**src/verilog/fsc_pkg.sv**
```systemverilog
/*
   Shared constants, types and helpers of the FSK transmitter serial command block.
   Assumes a 100 MHz system clock; all times are turned into cycles of that clock here.
*/
package fsc_pkg;
   localparam int CLK_HZ          = 100_000_000;
   localparam int POR_TIMEOUT_MS  = 50;
   localparam int POR_CYCLES      = POR_TIMEOUT_MS * (CLK_HZ / 1000);
   localparam int OSC_START_MS    = 5;
   localparam int OSC_CYCLES      = OSC_START_MS * (CLK_HZ / 1000);
   localparam int PLL_START_US    = 250;
   localparam int PLL_CYCLES      = PLL_START_US * (CLK_HZ / 1_000_000);

   localparam logic [15:0] CFG_RESET   = 16'h8080;
   localparam logic [15:0] PM_RESET    = 16'hC000;
   localparam logic [7:0]  SLEEP_RESET = 8'h00;

   localparam logic [2:0] CMD_CFG_CODE   = 3'h4;
   localparam logic [7:0] CMD_PM_CODE    = 8'hC0;
   localparam logic [7:0] CMD_SLEEP_CODE = 8'hC4;
   localparam logic [7:0] CMD_TX_CODE    = 8'hC6;
   localparam logic [4:0] BYTE_BITS      = 5'h08;
   localparam logic [4:0] WORD_BITS      = 5'h10;
   localparam logic [4:0] COUNT_MAX      = 5'h1F;

   localparam int BAND_HI   = 12;
   localparam int BAND_LO   = 11;
   localparam int CLKDIV_HI = 10;
   localparam int CLKDIV_LO = 8;
   localparam int LOAD_HI   = 7;
   localparam int LOAD_LO   = 4;
   localparam int DEV_SIGN  = 3;
   localparam int DEV_HI    = 2;
   localparam int DEV_LO    = 0;

   localparam int PM_AUTO_OSC = 7;
   localparam int PM_AUTO_AMP = 6;
   localparam int PM_OSC      = 5;
   localparam int PM_SYNTH    = 4;
   localparam int PM_AMP      = 3;
   localparam int PM_BATT     = 2;
   localparam int PM_WAKE     = 1;
   localparam int PM_CLKDIS   = 0;

   typedef enum logic [2:0] {
      FSC_IDLE,
      FSC_OSC_WAIT,
      FSC_SYNTH_WAIT,
      FSC_RUN,
      FSC_TAIL
   } fsc_seq_e;

   // half period of the host clock output in system cycles, per divider code
   function automatic logic [5:0] fsc_half_period(input logic [2:0] code);
      case (code)
         3'h0:    fsc_half_period = 6'h32;
         3'h1:    fsc_half_period = 6'h28;
         3'h2:    fsc_half_period = 6'h1E;
         3'h3:    fsc_half_period = 6'h19;
         3'h4:    fsc_half_period = 6'h14;
         3'h5:    fsc_half_period = 6'h0F;
         3'h6:    fsc_half_period = 6'h0A;
         default: fsc_half_period = 6'h05;
      endcase
   endfunction
endpackage

```
**src/verilog/fsc_shift_if.sv**
```systemverilog
/*
   Carrier between the serial shifter and the command decoder.
   Assumes both ends run on the system clock.
*/
`timescale 1ns/1ps
interface fsc_shift_if;
   logic [15:0] word;
   logic [4:0]  count;
   logic        byte_done;
   logic        frame_active;

   modport shifter (output word, output count, output byte_done, output frame_active);
   modport decoder (input word, input count, input byte_done, input frame_active);
endinterface

```
**src/verilog/fsc_serial_shifter.sv**
```systemverilog
/*
   Serial shifter: synchronises the select, clock and data pins and shifts bits in MSB first.
   Assumes the link clock is much slower than the system clock (at least 3 samples per phase).
*/
`timescale 1ns/1ps
module fsc_serial_shifter (
   input  wire logic            sys_clk_in,
   input  wire logic            srst_in,
   input  wire logic            select_low_in,
   input  wire logic            serial_clk_in,
   input  wire logic            serial_data_in,
   fsc_shift_if.shifter         lnk
);
   typedef struct packed {
      logic        sel_s1;
      logic        sel_s2;
      logic        sck_s1;
      logic        sck_s2;
      logic        sck_d;
      logic        sdi_s1;
      logic        sdi_s2;
      logic [15:0] word;
      logic [4:0]  count;
      logic        byte_done;
   } fsc_shift_s;

   localparam fsc_shift_s SHIFT_RESET = '{sel_s1: 1'b1, sel_s2: 1'b1, default: '0};

   fsc_shift_s r_reg;
   fsc_shift_s r_next;

   always_comb begin
      r_next = r_reg;
      r_next.byte_done = 1'b0;
      r_next.sel_s1 = select_low_in;
      r_next.sel_s2 = r_reg.sel_s1;
      r_next.sck_s1 = serial_clk_in;
      r_next.sck_s2 = r_reg.sck_s1;
      r_next.sck_d = r_reg.sck_s2;
      r_next.sdi_s1 = serial_data_in;
      r_next.sdi_s2 = r_reg.sdi_s1;
      if (r_reg.sel_s2) begin
         r_next.word = '0; // RULE2
         r_next.count = '0; // RULE2
      end else if (r_reg.sck_s2 && !r_reg.sck_d) begin
         r_next.word = {r_reg.word[14:0], r_reg.sdi_s2}; // RULE1 RULE4
         if (r_reg.count != fsc_pkg::COUNT_MAX) begin
            r_next.count = r_reg.count + 5'h01;
         end
         r_next.byte_done = (r_next.count[2:0] == 3'h0) && (r_reg.count != fsc_pkg::COUNT_MAX);
      end
   end

   always_ff @(posedge sys_clk_in) begin
      if (srst_in) begin
         r_reg <= SHIFT_RESET;
      end else begin
         r_reg <= r_next;
      end
   end

   assign lnk.word = r_reg.word;
   assign lnk.count = r_reg.count;
   assign lnk.byte_done = r_reg.byte_done;
   assign lnk.frame_active = !r_reg.sel_s2;

   shift_in_a: assert property (@(posedge sys_clk_in) disable iff (srst_in) // RULE1
      (r_reg.sck_s2 && !r_reg.sck_d && !r_reg.sel_s2)
      |=> (r_reg.word[0] == $past(r_reg.sdi_s2) && r_reg.word[15:1] == $past(r_reg.word[14:0])))
      else $error("serial bit not shifted in msb first");
   sel_clear_a: assert property (@(posedge sys_clk_in) disable iff (srst_in) // RULE2
      r_reg.sel_s2 |=> (r_reg.count == 5'h00 && !r_reg.byte_done))
      else $error("shift logic not cleared while select high");
endmodule

```
**src/verilog/fsc_cmd_top.sv**
```systemverilog
/*
   Serial command port with configuration and power management registers, automatic
   oscillator/synthesizer/amplifier sequencing, event oscillator hold and host clock output.
   Assumes pins come from outside the system clock domain; event inputs are on the system clock.
*/
`timescale 1ns/1ps
// Functional notes
// RULE1: while select is low, data is taken on each rising serial clock edge.
// RULE2: select high clears the shift logic so each low period starts fresh.
// RULE3: the host sends only whole bytes per select-low period.
// RULE4: commands are a code plus parameters, sent most significant bit first.
// RULE5: reset loads defaults into configuration and power registers.
// RULE6: commands arriving during the power-on timeout are ignored.
// RULE7: band field in bits 12:11 selects 433, 868 or 915 MHz; reset 8080h.
// RULE8: load field bits 7:4 selects 8.5 to 16.0 pF in half pF steps.
// RULE9: clock field bits 10:8 selects host clock from 1 to 10 MHz.
// RULE10: deviation is (M+1) times 30 kHz; direction is sign xor modulation input.
// RULE11: the host uses deviation values 0 through 6 only.
// RULE12: power bits 5..1 enable oscillator, synthesizer, amplifier, battery detector, wake timer.
// RULE13: power bit 0 disables the host clock output buffer.
// RULE14: data transmit command can switch oscillator, synthesizer, amplifier automatically.
// RULE15: with bit 7 set, transmit starts oscillator, then synthesizer once reference stable.
// RULE16: with bit 6 also set, amplifier turns on after a further lock delay.
// RULE17: host leaves direct enables zero to get automatic control.
// RULE18: host sets oscillator enable for proper control, may clear it afterwards.
// RULE19: host may send sleep to mark end of transmission.
// RULE20: events run the oscillator; with clock output enabled it stays until sleep.
// RULE21: sleep resets the event controller.
// RULE22: sleep stops automatic amplifier and synthesizer; oscillator after S host clocks.
// RULE23: a command takes effect only when complete; cut words are discarded.
module fsc_cmd_top #(
   parameter int POR_LEN = fsc_pkg::POR_CYCLES,
   parameter int OSC_LEN = fsc_pkg::OSC_CYCLES,
   parameter int PLL_LEN = fsc_pkg::PLL_CYCLES
) (
   input  wire logic       sys_clk_in,
   input  wire logic       srst_in,
   input  wire logic       select_low_in,
   input  wire logic       serial_clk_in,
   input  wire logic       serial_data_in,
   input  wire logic       fsk_data_in,
   input  wire logic       battery_event_in,
   input  wire logic       wake_event_in,
   output logic [1:0]      band_sel_out,
   output logic [3:0]      load_cap_code_out,
   output logic [2:0]      clkout_div_code_out,
   output logic [3:0]      deviation_step_out,
   output logic            deviation_dir_out,
   output logic            osc_on_out,
   output logic            synth_on_out,
   output logic            amp_on_out,
   output logic            battery_detect_on_out,
   output logic            wake_timer_on_out,
   output logic            clkout_out,
   output logic            clkout_en_out,
   output logic            por_busy_out
);
   typedef struct packed {
      logic [15:0]        cfg;
      logic [15:0]        pm;
      logic [23:0]        por_cnt;
      logic               por_busy;
      logic               tx_frame;
      fsc_pkg::fsc_seq_e  seq;
      logic [23:0]        wait_cnt;
      logic [7:0]         tail_left;
      logic               hold;
      logic               fsk_s1;
      logic               fsk_s2;
      logic [5:0]         div_cnt;
      logic               clk_q;
      logic               period_tick;
      logic               applied;
   } fsc_top_s;

   localparam fsc_top_s TOP_RESET = '{
      cfg: fsc_pkg::CFG_RESET, pm: fsc_pkg::PM_RESET, por_busy: 1'b1, hold: 1'b1,
      seq: fsc_pkg::FSC_IDLE, tail_left: fsc_pkg::SLEEP_RESET, default: '0};

   fsc_top_s r_reg;
   fsc_top_s r_next;
   fsc_shift_if lnk ();

   logic cmd_ok;
   logic word_done;
   logic tx_hit;
   logic sleep_hit;
   logic auto_osc;
   logic auto_amp;

   fsc_serial_shifter u_shift (
      .sys_clk_in     (sys_clk_in),
      .srst_in        (srst_in),
      .select_low_in  (select_low_in),
      .serial_clk_in  (serial_clk_in),
      .serial_data_in (serial_data_in),
      .lnk            (lnk)
   );

   assign auto_osc = r_reg.pm[fsc_pkg::PM_AUTO_OSC];
   assign auto_amp = r_reg.pm[fsc_pkg::PM_AUTO_AMP];

   // nothing from the link is honoured until the power-on timeout ends or inside a data stream
   assign cmd_ok = lnk.byte_done && !r_reg.por_busy && !r_reg.tx_frame; // RULE6
   assign word_done = cmd_ok && (lnk.count == fsc_pkg::WORD_BITS); // RULE23
   assign tx_hit = cmd_ok && (lnk.count == fsc_pkg::BYTE_BITS) && (lnk.word[7:0] == fsc_pkg::CMD_TX_CODE);
   assign sleep_hit = word_done && (lnk.word[15:8] == fsc_pkg::CMD_SLEEP_CODE);

   always_comb begin
      r_next = r_reg;
      r_next.applied = 1'b0;
      r_next.period_tick = 1'b0;
      r_next.fsk_s1 = fsk_data_in;
      r_next.fsk_s2 = r_reg.fsk_s1;

      // power-on timeout; the count stops once it has run out
      if (r_reg.por_busy) begin
         if (r_reg.por_cnt == 24'(POR_LEN - 1)) begin
            r_next.por_busy = 1'b0; // RULE6
         end else begin
            r_next.por_cnt = r_reg.por_cnt + 24'h000001;
         end
      end

      // host clock divider runs always so the sleep tail is timed even with the buffer off
      if (r_reg.div_cnt >= fsc_pkg::fsc_half_period(r_reg.cfg[fsc_pkg::CLKDIV_HI:fsc_pkg::CLKDIV_LO]) - 6'h01) begin
         r_next.div_cnt = '0; // RULE9
         r_next.clk_q = !r_reg.clk_q;
         r_next.period_tick = r_reg.clk_q;
      end else begin
         r_next.div_cnt = r_reg.div_cnt + 6'h01;
      end

      if (tx_hit) begin
         r_next.tx_frame = 1'b1; // RULE14
      end
      if (!lnk.frame_active) begin
         r_next.tx_frame = 1'b0;
      end
      // registers change only on the 16th bit, so a cut word leaves no trace
      if (word_done) begin
         if (lnk.word[15:13] == fsc_pkg::CMD_CFG_CODE) begin
            r_next.cfg = lnk.word; // RULE7 RULE8 RULE10
            r_next.applied = 1'b1;
         end else if (lnk.word[15:8] == fsc_pkg::CMD_PM_CODE) begin
            r_next.pm = lnk.word; // RULE12 RULE13
            r_next.applied = 1'b1;
         end else if (sleep_hit) begin
            r_next.applied = 1'b1;
         end
      end

      // fixed wait counts stand in for oscillator and lock detectors not modelled here
      case (r_reg.seq)
         fsc_pkg::FSC_OSC_WAIT: begin
            if (r_reg.wait_cnt == 24'(OSC_LEN - 1)) begin
               r_next.seq = fsc_pkg::FSC_SYNTH_WAIT; // RULE15
               r_next.wait_cnt = '0;
            end else begin
               r_next.wait_cnt = r_reg.wait_cnt + 24'h000001;
            end
         end

         fsc_pkg::FSC_SYNTH_WAIT: begin
            if (r_reg.wait_cnt == 24'(PLL_LEN - 1)) begin
               r_next.seq = fsc_pkg::FSC_RUN; // RULE16
               r_next.wait_cnt = '0;
            end else begin
               r_next.wait_cnt = r_reg.wait_cnt + 24'h000001;
            end
         end

         fsc_pkg::FSC_TAIL: begin
            if (r_reg.tail_left == 8'h00) begin
               r_next.seq = fsc_pkg::FSC_IDLE; // RULE22
            end else if (r_reg.period_tick) begin
               r_next.tail_left = r_reg.tail_left - 8'h01;
            end
         end

         default: begin
         end
      endcase

      // a running oscillator needs no startup wait
      if (tx_hit && auto_osc && (r_reg.seq == fsc_pkg::FSC_IDLE || r_reg.seq == fsc_pkg::FSC_TAIL)) begin
         r_next.seq = osc_on_out ? fsc_pkg::FSC_SYNTH_WAIT : fsc_pkg::FSC_OSC_WAIT; // RULE15
         r_next.wait_cnt = '0;
      end

      // a direct oscillator enable skips the tail; the host then stops it itself
      if (sleep_hit) begin
         r_next.hold = 1'b0; // RULE21
         if (r_reg.seq != fsc_pkg::FSC_IDLE) begin
            r_next.seq = r_reg.pm[fsc_pkg::PM_OSC] ? fsc_pkg::FSC_IDLE : fsc_pkg::FSC_TAIL; // RULE22
            r_next.tail_left = lnk.word[7:0];
            r_next.wait_cnt = '0;
         end
      end else if (r_reg.pm[fsc_pkg::PM_CLKDIS]) begin
         r_next.hold = 1'b0; // RULE20
      end
      // an event in the same cycle as a sleep still keeps the oscillator
      if (battery_event_in || wake_event_in) begin
         r_next.hold = 1'b1; // RULE20
      end
   end

   always_ff @(posedge sys_clk_in) begin
      if (srst_in) begin
         r_reg <= TOP_RESET; // RULE5
      end else begin
         r_reg <= r_next;
      end
   end

   // outputs decode registered state only, so a command in flight cannot glitch them
   assign band_sel_out = r_reg.cfg[fsc_pkg::BAND_HI:fsc_pkg::BAND_LO]; // RULE7
   assign load_cap_code_out = r_reg.cfg[fsc_pkg::LOAD_HI:fsc_pkg::LOAD_LO]; // RULE8
   assign clkout_div_code_out = r_reg.cfg[fsc_pkg::CLKDIV_HI:fsc_pkg::CLKDIV_LO];
   assign deviation_step_out = {1'b0, r_reg.cfg[fsc_pkg::DEV_HI:fsc_pkg::DEV_LO]} + 4'h1; // RULE10
   assign deviation_dir_out = r_reg.cfg[fsc_pkg::DEV_SIGN] ^ r_reg.fsk_s2; // RULE10

   assign osc_on_out = r_reg.pm[fsc_pkg::PM_OSC] || r_reg.hold
                       || (auto_osc && r_reg.seq != fsc_pkg::FSC_IDLE); // RULE15 RULE20
   assign synth_on_out = r_reg.pm[fsc_pkg::PM_SYNTH] || (auto_osc && (r_reg.seq == fsc_pkg::FSC_SYNTH_WAIT
                         || r_reg.seq == fsc_pkg::FSC_RUN)); // RULE15
   assign amp_on_out = r_reg.pm[fsc_pkg::PM_AMP] || (auto_osc && auto_amp
                       && r_reg.seq == fsc_pkg::FSC_RUN); // RULE16

   assign battery_detect_on_out = r_reg.pm[fsc_pkg::PM_BATT]; // RULE12
   assign wake_timer_on_out = r_reg.pm[fsc_pkg::PM_WAKE]; // RULE12
   assign clkout_en_out = osc_on_out && !r_reg.pm[fsc_pkg::PM_CLKDIS]; // RULE13
   assign clkout_out = r_reg.clk_q && clkout_en_out;
   assign por_busy_out = r_reg.por_busy;

   reset_defaults_a: assert property (@(posedge sys_clk_in) // RULE5
      srst_in |=> (r_reg.cfg == fsc_pkg::CFG_RESET && r_reg.pm == fsc_pkg::PM_RESET && r_reg.por_busy))
      else $error("registers not at defaults after reset");

   por_ignore_a: assert property (@(posedge sys_clk_in) disable iff (srst_in) // RULE6
      r_reg.por_busy |=> ($stable(r_reg.cfg) && $stable(r_reg.pm) && !r_reg.applied))
      else $error("command taken during power-on timeout");

   por_release_a: assert property (@(posedge sys_clk_in) disable iff (srst_in) // RULE6
      (r_reg.por_busy && r_reg.por_cnt == 24'(POR_LEN - 1)) |=> !r_reg.por_busy)
      else $error("power-on timeout did not end");

   cfg_apply_a: assert property (@(posedge sys_clk_in) disable iff (srst_in) // RULE7
      (word_done && lnk.word[15:13] == fsc_pkg::CMD_CFG_CODE)
      |=> (band_sel_out == $past(lnk.word[12:11]) && load_cap_code_out == $past(lnk.word[7:4])))
      else $error("configuration command not applied");

   pm_apply_a: assert property (@(posedge sys_clk_in) disable iff (srst_in) // RULE12
      (word_done && lnk.word[15:8] == fsc_pkg::CMD_PM_CODE)
      |=> (r_reg.pm == $past(lnk.word) && battery_detect_on_out == $past(lnk.word[fsc_pkg::PM_BATT])))
      else $error("power management command not applied");

   partial_drop_a: assert property (@(posedge sys_clk_in) disable iff (srst_in) // RULE23
      r_reg.applied |-> ($past(lnk.count) == fsc_pkg::WORD_BITS && $past(lnk.byte_done)))
      else $error("command applied before full word");

   cut_word_a: assert property (@(posedge sys_clk_in) disable iff (srst_in) // RULE23
      (lnk.byte_done && lnk.count != fsc_pkg::WORD_BITS) |=> ($stable(r_reg.cfg) && $stable(r_reg.pm)))
      else $error("short word changed a register");

   clk_div_a: assert property (@(posedge sys_clk_in) disable iff (srst_in) // RULE9
      r_reg.div_cnt < 6'h32)
      else $error("host clock divider out of range");

   clk_disable_a: assert property (@(posedge sys_clk_in) disable iff (srst_in) // RULE13
      r_reg.pm[fsc_pkg::PM_CLKDIS] |-> (!clkout_en_out && !clkout_out))
      else $error("clock output driven while disabled");

   tx_start_a: assert property (@(posedge sys_clk_in) disable iff (srst_in) // RULE14
      (tx_hit && auto_osc && r_reg.seq == fsc_pkg::FSC_IDLE && !osc_on_out)
      |=> (r_reg.seq == fsc_pkg::FSC_OSC_WAIT))
      else $error("data transmit did not start the oscillator wait");

   synth_order_a: assert property (@(posedge sys_clk_in) disable iff (srst_in) // RULE15
      (r_reg.seq == fsc_pkg::FSC_OSC_WAIT) |-> (osc_on_out && (synth_on_out == r_reg.pm[fsc_pkg::PM_SYNTH])))
      else $error("synthesizer started before oscillator stable");

   amp_lock_a: assert property (@(posedge sys_clk_in) disable iff (srst_in) // RULE16
      (amp_on_out && !r_reg.pm[fsc_pkg::PM_AMP]) |-> (auto_amp && synth_on_out && $past(synth_on_out)))
      else $error("amplifier on without lock delay");

   sleep_stop_a: assert property (@(posedge sys_clk_in) disable iff (srst_in) // RULE22
      (sleep_hit && !r_reg.pm[fsc_pkg::PM_AMP] && !r_reg.pm[fsc_pkg::PM_SYNTH]) |=> (!amp_on_out && !synth_on_out))
      else $error("sleep did not stop amplifier and synthesizer");

   sleep_tail_a: assert property (@(posedge sys_clk_in) disable iff (srst_in) // RULE22
      (sleep_hit && r_reg.seq != fsc_pkg::FSC_IDLE && !r_reg.pm[fsc_pkg::PM_OSC])
      |=> (r_reg.seq == fsc_pkg::FSC_TAIL && r_reg.tail_left == $past(lnk.word[7:0])))
      else $error("sleep did not start the oscillator tail");

   tail_count_a: assert property (@(posedge sys_clk_in) disable iff (srst_in) // RULE22
      (r_reg.seq == fsc_pkg::FSC_TAIL && r_reg.period_tick && r_reg.tail_left != 8'h00 && !sleep_hit)
      |=> (r_reg.tail_left == $past(r_reg.tail_left) - 8'h01))
      else $error("oscillator tail not counted in host clock periods");

   event_hold_a: assert property (@(posedge sys_clk_in) disable iff (srst_in) // RULE20
      (battery_event_in || wake_event_in) |=> (osc_on_out && r_reg.hold))
      else $error("event did not run the oscillator");

   sleep_event_a: assert property (@(posedge sys_clk_in) disable iff (srst_in) // RULE21
      (sleep_hit && !battery_event_in && !wake_event_in) |=> !r_reg.hold)
      else $error("sleep did not reset event controller");
endmodule

```
**config.mk**
```make
export PLATFORM = sky130hd
export DESIGN_NAME = fsc_cmd_top
export DESIGN_NICKNAME = d
export VERILOG_FILES = /design/src/verilog/fsc_pkg.sv /design/src/verilog/fsc_shift_if.sv /design/src/verilog/fsc_serial_shifter.sv /design/src/verilog/fsc_cmd_top.sv
export SDC_FILE = /design/constraint.sdc
export NUM_CORES = 1
export LEC_CHECK = 0
export ABC_AREA = 1
export BUFFER_PORTS_ARGS = -buffer_cell sky130_fd_sc_hd__buf_2
export CAP_MARGIN = 20
export CORE_ASPECT_RATIO = 1.5
export CORE_MARGIN = 3
export CORE_UTILIZATION = 40
export CTS_CLUSTER_SIZE = 12
export DETAILED_ROUTE_END_ITERATION = 16
export SYNTH_ARGS = -nofsm -noshare
export SYNTH_HDL_FRONTEND = slang
export SYNTH_SLANG_ARGS = --single-unit
```
**constraint.sdc**
```tcl
create_clock -name sys_clk_in -period 2.57 [get_ports sys_clk_in]
set_clock_uncertainty 0.2 [all_clocks]
set_input_delay 0.1285 -clock sys_clk_in [delete_from_list [all_inputs] [get_ports sys_clk_in]]
set_output_delay 0.1285 -clock sys_clk_in [all_outputs]
set_load 0.01 [all_outputs]
```
**Word level (Yosys, flattened, before mapping)**

Index checks and enable logic that the tools add are counted.

- Flip-flop bits (word level): 122
- Latch bits: 0
- RAM bits: 0
- Memory bits (read-only): 0
- Input port bits: 8
- Logic and storage cells: 125
- Memories: 0

- Add/subtract/negate cells: 7
- $mul: 0
- Div/mod/pow operators: 0
- Order comparisons: 1
- Eq/ne operators: 21
- Shifts and indexed selects: 0
- Muxes and demuxes: 23
- Bitwise logic cells: 5
- Reduce and logical (&&, ||, !) cells: 43

Operator list:

| kind | number |
|---|---|
| $mux 35 | 2 |
| $add 24x1->24 const B | 2 |
| $mux 24 | 2 |
| $pmux 24 s2 | 1 |
| $pmux 6 s7 | 1 |
| $mux 27 | 1 |
| $eq 24x15->1 const B | 1 |
| $eq 24x19->1 const B | 1 |
| $eq 24x23->1 const B | 1 |
| $eq 8x8->1 const B | 3 |
| $mux 8 | 3 |
| $logic_and 1x1->1 | 16 |
| $eq 3x3->1 const B | 5 |
| $mux 5 | 3 |
| $eq 3x2->1 const B | 4 |
| $mux 3 | 4 |
| $logic_not 3->1 | 3 |
| $pmux 3 s3 | 1 |
| $logic_not 8->1 | 1 |
| $reduce_or 2->1 | 4 |
| $sub 8x1->8 const B | 1 |
| $logic_or 1x1->1 | 7 |
| $add 6x1->6 const B | 1 |
| $eq 3x1->1 const B | 2 |
| 18 further kinds | 30 |

**Logic depth before layout (Yosys ltp)**

Gate-level depths: netlist of run 1.

- Depth after elaboration: 10
- Mapped depth: 12
- Gate-level depth less buffers: 12

**Hierarchy**

From an unflattened synthesis of run 1, not the netlist that was laid out.

- Cells, all modules: 1,000
- Area total of the unflattened synthesis: 6,921.6 µm²

Modules (own cells, without submodules):

| module | instances | cells an instance | area an instance (µm²) | sequential area each (µm²) |
|---|---|---|---|---|
| fsc_cmd_top | 1 | 843 | 5,634.2 | 1,861.8 |
| fsc_serial_shifter | 1 | 157 | 1,287.5 | 580.6 |

**Least setup slack after synthesis of run 1**

No wires, ideal clock.

- Path type: reg2reg
- Start point: register r_reg, in the netlist clkout_div_code_out[1]
- End point: register r_reg[5] (netlist name)
- Library setup time: 0.081 ns
- Arrival: 1.856 ns
- Data required time: 2.289 ns
- Path slack: 0.432 ns
- Stages on the path, launching flop included: 11
- Buffers on the path: 0
- Clock period less this slack: 2.138 ns
- Cells stage by stage: dfxtp_1 > inv_1 > o21ai_0 > o22ai_1 > ha_1 > ha_1 > inv_1 > nor2_1 > o211ai_1 > nand4_1 > nor3b_1

- Word-level cells in the longest chain between the ends: 5

Ends and longest elaborated chain:

| element | line | source |
|---|---|---|
| start: declaration | fsc_cmd_top.sv:80 | `fsc_top_s r_reg;` |
| start signal: assignment | fsc_cmd_top.sv:212 | `r_reg <= r_next;` |
| $eq 3x3->1 (tied with other cells) | fsc_pkg.sv:55 | `case (code)` |
| $pmux 6 s7 (*) | fsc_pkg.sv:55 |  |
| $sub 6x1->6 (*) | fsc_cmd_top.sv:126 | `if (r_reg.div_cnt >= fsc_pkg::fsc_half_period(r_reg.cfg[fsc_pkg::CLKDIV_HI:fsc_pkg::CLKDIV_LO]) - 6'h01) begin` |
| $ge 6x6->1 (*) | fsc_cmd_top.sv:126 |  |
| $reduce_or 2->1 (no source line) (*) | - |  |

Every way passes the cells marked *; elsewhere a longest branch is shown, timed or not.
A chain may end at the register's enable or synchronous reset.

**Worst setup path in the final report of run 1**

- Start point: register r_reg, in the netlist clkout_div_code_out[0]
- End point: register r_reg[5] (netlist name)

The elaborated chain is that of the path after synthesis.

==> run metrics, run 1 <==
die area 0.0179 mm²; unrepaired setup endpoints after global routing no; first-pass GRT wire length 26.2 mm; Sink Count 122; Hold Crit Class input port to register; Internal 0.00370 W; setup bufs post-CTS 0; CTS root buf clkbuf_16; synthesized area per cell 6.79 µm²; layout cells sized above 1 11.5%; Total Nets Final 1014; switching power 0.000959 W; maxcap violations 0; flip-flop count of the largest register after layout 78; startpoint type of the worst setup path register; Avg WL per Cell 13.2 µm; Peak supply drop 351 µV; Critical Path Max Stage Delay 400 ps; Post-synth ARST share 0%; leak pwr 3.02 nW; Starting Density 41.3%; post-detailed-routing wire length 15.9 mm; synthesized flop and latch total 122; H-tree depth 4; Final Max Tran Viols 0; Clk pwr share 56.4%; Overflow after GRT 0; vias in the first global route 5707; Worst EP arrival 2500 ps; Cells after DPL 1168; sequential share of the synthesized area 37.5%; library cells used by synthesis 45; Antenna Nets Post-Route 0; CP Max Fanout 7; total global-route track usage 18.6%; worst skew pair latency 420 ps; post-DP HPWL 11.7 mm; sequential fraction of design power 41.3%; clock buffer depth 2; CTS tree done; Core Area 0.0158 mm²; Comb pwr share 2.3%; actual slew at the worst max-slew pin 663 ps; syn nets 982; Syn Std Cell Area 0.00650 mm²; Max Freq 424 MHz; Primary FF master, synth dfxtp_1; clock-pin slew on the worst setup and hold paths 50 ps; setup violators final 0; total vias in the final route 5961; WS Path Type register to register; GPL Wtd Cong 0.852; total clock buffers created by CTS 17; initial antenna violation count 0; Initial DRC Count 275; WP data required 2710 ps; Worst Setup End Kind register; DIE WIDTH 110 µm; largest net degree at the start of global routing 46; I/O pins 30; Syn Inst Count 958; Die Y 162 µm; Vias/cell 4.94; Max transition margin 55.2%; Layout Area Growth over Synthesis 15.3%; Sw Share 20.6%; EDFF count, synth 0; port bufs 29; crit-path cells inv_1 > nor2_1 > o22ai_1 > ha_1 > ha_1 > inv_1 > nor2_1 > o211ai_1 > nand4_1 > nor3b_2; status finished, final reports clean; final cell count without fillers 1206; Inserted Diodes 0; Post-route DRC 0; fin crit share 91.7%; slowest cell on the critical path dfxtp_1; min cycle time layout 2360 ps; First-pass DRT Iterations 7; setup_tns 0 ps; Hold Fails Final Rpt 0; P per Cell Area 620 mW/mm²; cell row count 56; yosys warns 0
## stage by stage
stage	area (µm²)	util (%)	worst slack [ps]	power, W	hold WS (ps)
2_1_floorplan	6500	-	432	0.00203	26.2
3_3_place_gp	6780	43.0	224	0.00206	116
3_5_place_dp	6780	43.0	152	0.00207	118
4_1_cts	7490	47.5	153	0.00471	50.8
5_1_grt	7500	47.6	6.24	0.00480	112
6_report	7500	47.6	212	0.00465	57.9
## path summary, 6_finish.rpt
check,slack (ps),endpoint,startpoint,cells past startpoint
min reg2reg,200,r_reg[9]$_SDFF_PP0_,r_next[9]$_SDFF_PP0_,2
min,60,r_reg[73]$_SDFFE_PP0P_,srst_in,4
max reg2reg,210,r_reg[5]$_SDFF_PP0_,clkout_div_code_out[0]$_SDFFE_PP0P_,10
max,210,r_reg[5]$_SDFF_PP0_,clkout_div_code_out[0]$_SDFFE_PP0P_,10
## cell usage after synthesis, types with 2 or more instances
cell      number  share of area (%)
ha_1          16                3.1
o211ai_1       3               0.35
buf_8          3               0.69
nor2_1       151                8.7
o21ai_0       54                4.2
nor3_1        17                1.3
nand3_2        2               0.31
nand3_1       55                4.2
buf_2          4               0.31
xor2_1        21                2.8
dfxtp_1      122                 38
nand2_4        2               0.35
or2_2          4               0.38
nand3b_1       4               0.46
inv_1        111                6.4
a21boi_0       2               0.23
clkbuf_1      12               0.69
nor2_4         6                1.0
nand4_1       22                2.1
buf_4         10                1.2
a21oi_2        8                1.1
nor4_1         2               0.19
nor2_2         3               0.29
nand2_2        5               0.48
a21oi_1       70                5.4
inv_2          6               0.35
nand2_1      218                 13
nand3b_2       2               0.35
xnor2_1        7               0.94
## repair_timing
action | 4_1_cts | 5_1_grt
resized for setup | 0 | 4
endpoints found under the setup margin | 0 | 2
hold buffers | 6 | 0
hold endpoints to repair | 5 | 0
## worst max-delay path, delay by kind of cell (launching register included)
kind	cells	cell delay (ps)
flip-flops	1	400
buffers and inverters	2	160
AO/OA/AOI/OAI	2	280
adder cells (fa/ha/maj)	2	580
AND/OR/NAND/NOR	4	670
## power groups by stage
| stage | registers, W | logic, W | clock network [W] |
|---|---|---|---|
| final | 0.00192 | 0.000107 | 0.00262 |
| after global routing | 0.00192 | 0.000123 | 0.00275 |
| after detailed placement | 0.00196 | 0.000102 | 0 |
| after CTS | 0.00192 | 0.000108 | 0.00268 |
| after global placement | 0.00196 | 0.000101 | 0 |
| after floorplan | 0.00196 | 0.0000744 | 0 |
## area by class of cell
cell class              instances  area (µm²)
clock buffers                  22         494
flip-flops and latches        122        2440
inverters                     118         443
multi-input cells             687        3430
clock inverters                10         163
well taps                     203         254
fillers                      1685        8260
repair buffers                 44         273
## metal layers
metal,wire (µm),share of wire [%],GRT usage [%],vias to the layer above
li1,-,-,-,3135
met1,6570,41,19.8,2693
met2,8370,53,34.2,94
met3,445,2.8,4.14,39
met4,497,3.1,8.40,0
met5,0,0,0,-
## cells by family (layout without fill, tap and decap cells)
logic type                 count (synthesis)  after routing  synth area share, %
DFF                                      122            122                 37.5
AOI/OAI and AO/OA                        144            144                 11.9
buffers and inverters                    149            194                 9.79
and+or+nand+nor                          499            499                 33.9
adders and majority gates                 16             16                 3.08
xor gates and xnor gates                  28             28                 3.77
## cell usage in the layout (no fill, tap or decap), types with 5 or more instances in the layout
cell type        n
clkbuf_8         5
buf_2           29
nand3_1         55
clkinvlp_4       5
o21ai_0         53
nand2_1        218
dlygate4sd3_1    6
nor2_1         151
xor2_1          21
nor3_1          17
ha_1            16
clkbuf_16       17
a21oi_1         70
nand4_1         22
nand2_2          5
nor2_4           6
dfxtp_1        120
xnor2_1          7
buf_4            9
inv_1          111
inv_2            6
a21oi_2          8
Note: power is estimated with default switching activity, not from simulation.
==> run 2, diff against run 1 <==
RECOVER_POWER = 50   (was default)
==> run metrics, run 2 (synthesis gave the netlist of run 1 again) <==
status finished, final reports clean (unchanged); final cell count without fillers 1206 (unchanged); maxcap violations 0 (unchanged); startpoint type of the worst setup path register (unchanged); Final Max Tran Viols 0 (unchanged); WP buf/inv 2 (unchanged); Hold Crit Class input port to register (unchanged); fin worst setup slack 219 ps (was 212 ps); Cells after DPL 1168 (unchanged); Vias/cell 4.90 (was 4.94); CTS root buf clkbuf_16 (unchanged); Inserted Diodes 0 (unchanged); total clock buffers created by CTS 17 (unchanged); Avg WL per Cell 13.1 µm (was 13.2 µm); Peak supply drop 351 µV (about the same); First-pass DRT Iterations 6 (was 7); largest net degree at the start of global routing 46 (unchanged); clock-pin slew on the worst setup and hold paths 50 ps (about the same); Antenna Nets Post-Route 0 (unchanged); most frequent cells in the layout nand2_1 (218), nor2_1 (152), dfxtp_1 (120) (was nand2_1 (218), nor2_1 (151), dfxtp_1 (120)); Filler Cell Count 1703 (was 1685); DIE WIDTH 110 µm (unchanged); Final Cell Area 0.00745 mm² (was 0.00750 mm²); Hold Fails Final Rpt 0 (unchanged); Sink Count 122 (unchanged); setup_tns 0 ps (unchanged); total global-route track usage 18.6% (unchanged); Core Area 0.0158 mm² (unchanged); I/O pins 30 (unchanged); H-tree depth 4 (unchanged); die area 0.0179 mm² (unchanged); slowest cell on the critical path dfxtp_1 (unchanged); flip-flop count of the largest register after layout 78 (unchanged); Worst EP arrival 2490 ps (was 2500 ps); post-detailed-routing wire length 15.8 mm (was 15.9 mm); Placed Area 0.00678 mm² (unchanged); fin crit share 91.5% (was 91.7%); Post-route DRC 0 (unchanged); Critical Path Max Stage Delay 400 ps (about the same); setup violators final 0 (unchanged); actual slew at the worst max-slew pin 1050 ps (was 663 ps); initial antenna violation count 0 (unchanged); min cycle time layout 2350 ps (was 2360 ps); Max Freq 425 MHz (was 424 MHz); Worst Setup End Kind register (unchanged); Initial DRC Count 283 (was 275); DP Worst Slack 152 ps (unchanged); leak pwr 2.95 nW (was 3.02 nW); P per Cell Area 625 mW/mm² (was 620 mW/mm²); Total Nets Final 1014 (unchanged); worst skew pair latency 410 ps (was 420 ps); Max transition margin 29.9% (was 55.2%); port bufs 29 (unchanged); CP top delay family simple AND/OR/NAND/NOR gates (unchanged); setup bufs post-CTS 0 (unchanged); first-pass GRT wire length 26.2 mm (unchanged); layout cells sized above 1 9.27% (was 11.5%); CTS tree done (unchanged); CP Max Fanout 7 (unchanged); Die Y 162 µm (unchanged); crit-path cells inv_1 > nor2_1 > o22ai_1 > ha_1 > ha_1 > inv_1 > nor2_1 > o211ai_1 > nand4_1 > nor3b_2 (unchanged); WP data required 2710 ps (about the same); total vias in the final route 5914 (was 5961); cell row count 56 (unchanged); Starting Density 41.3% (unchanged); Layout Area Growth over Synthesis 14.5% (was 15.3%); vias in the first global route 5707 (unchanged); clock buffer depth 2 (unchanged); unrepaired setup endpoints after global routing no (unchanged); Overflow after GRT 0 (unchanged); WS Path Type register to register (unchanged); post-DP HPWL 11.7 mm (unchanged); commonest non-fill, non-tap cell in the layout nand2_1 (unchanged); GPL Wtd Cong 0.852 (unchanged)
## run 2: changes by cell type in the layout (fill, tap and decap cells not counted), sizes merged
cell / previous run / this run
buf: 38 / 18
clkbuf: 22 / 42
## run 2: per-layer routing
layer	global-route usage, %	share of wire [%]	wire length [µm]	vias up
li1	-	-	-	3130
met5	0	0	0	-
met1	19.8	42	6580	2656
met4	8.40	3.0	480	0
met2	34.2	53	8360	90
met3	4.14	2.7	429	38
## run 2: report_power, final
part	switching, W	leakage (nW)	internal (W)	total [W]
combinational	0.0000689	1.66	0.0000366	0.000105
sequential	0.0000140	0.987	0.00191	0.00192
clock	0.000877	0.307	0.00175	0.00263
## run 2: final cells by class
class                      instances  area, µm²  share of cell area, %
clock buffer                      22        494                   6.64
clock inverter                    10        163                   2.18
inverter                         118        443                   5.95
multi-input combinational        687       3410                   45.7
sequential                       122       2440                   32.8
tap                              203        254                   3.41
timing repair buffer              44        243                   3.26
## run 2: worst reg2reg max path: cells and delay by family, from the launching register on
family	cells	cell delay (ps)
fa+ha+maj	2	580
compound gates	2	280
flops	1	400
simple gates	4	670
buf+inv	2	160
## run 2: repair_timing
item | in CTS | in global routing
hold buffers | 6 | 0
endpoints found under the setup margin | 0 | 2
endpoints found under the hold margin | 5 | 0
resized for setup | 0 | 4
## run 2: stage by stage
| step | power, W | hold WS, ps | util (%) |
|---|---|---|---|
| floorplan | 0.00203 | 26.2 | - |
| global placement | 0.00206 | 116 | 43.0 |
| detailed placement | 0.00207 | 118 | 43.0 |
| CTS | 0.00471 | 50.8 | 47.5 |
| global route | 0.00480 | 148 | 47.2 |
| finish | 0.00465 | 74.8 | 47.2 |
## run 2: final timing paths
path	startpoint	to	slack, ps	depth (start not counted)
max	clkout_div_code_out[0]$_SDFFE_PP0P_	r_reg[5]$_SDFF_PP0_	220	10
min	srst_in	r_reg[73]$_SDFFE_PP0P_	70	4
min reg2reg	r_next[9]$_SDFF_PP0_	r_reg[9]$_SDFF_PP0_	200	2
max reg2reg	clkout_div_code_out[0]$_SDFFE_PP0P_	r_reg[5]$_SDFF_PP0_	220	10
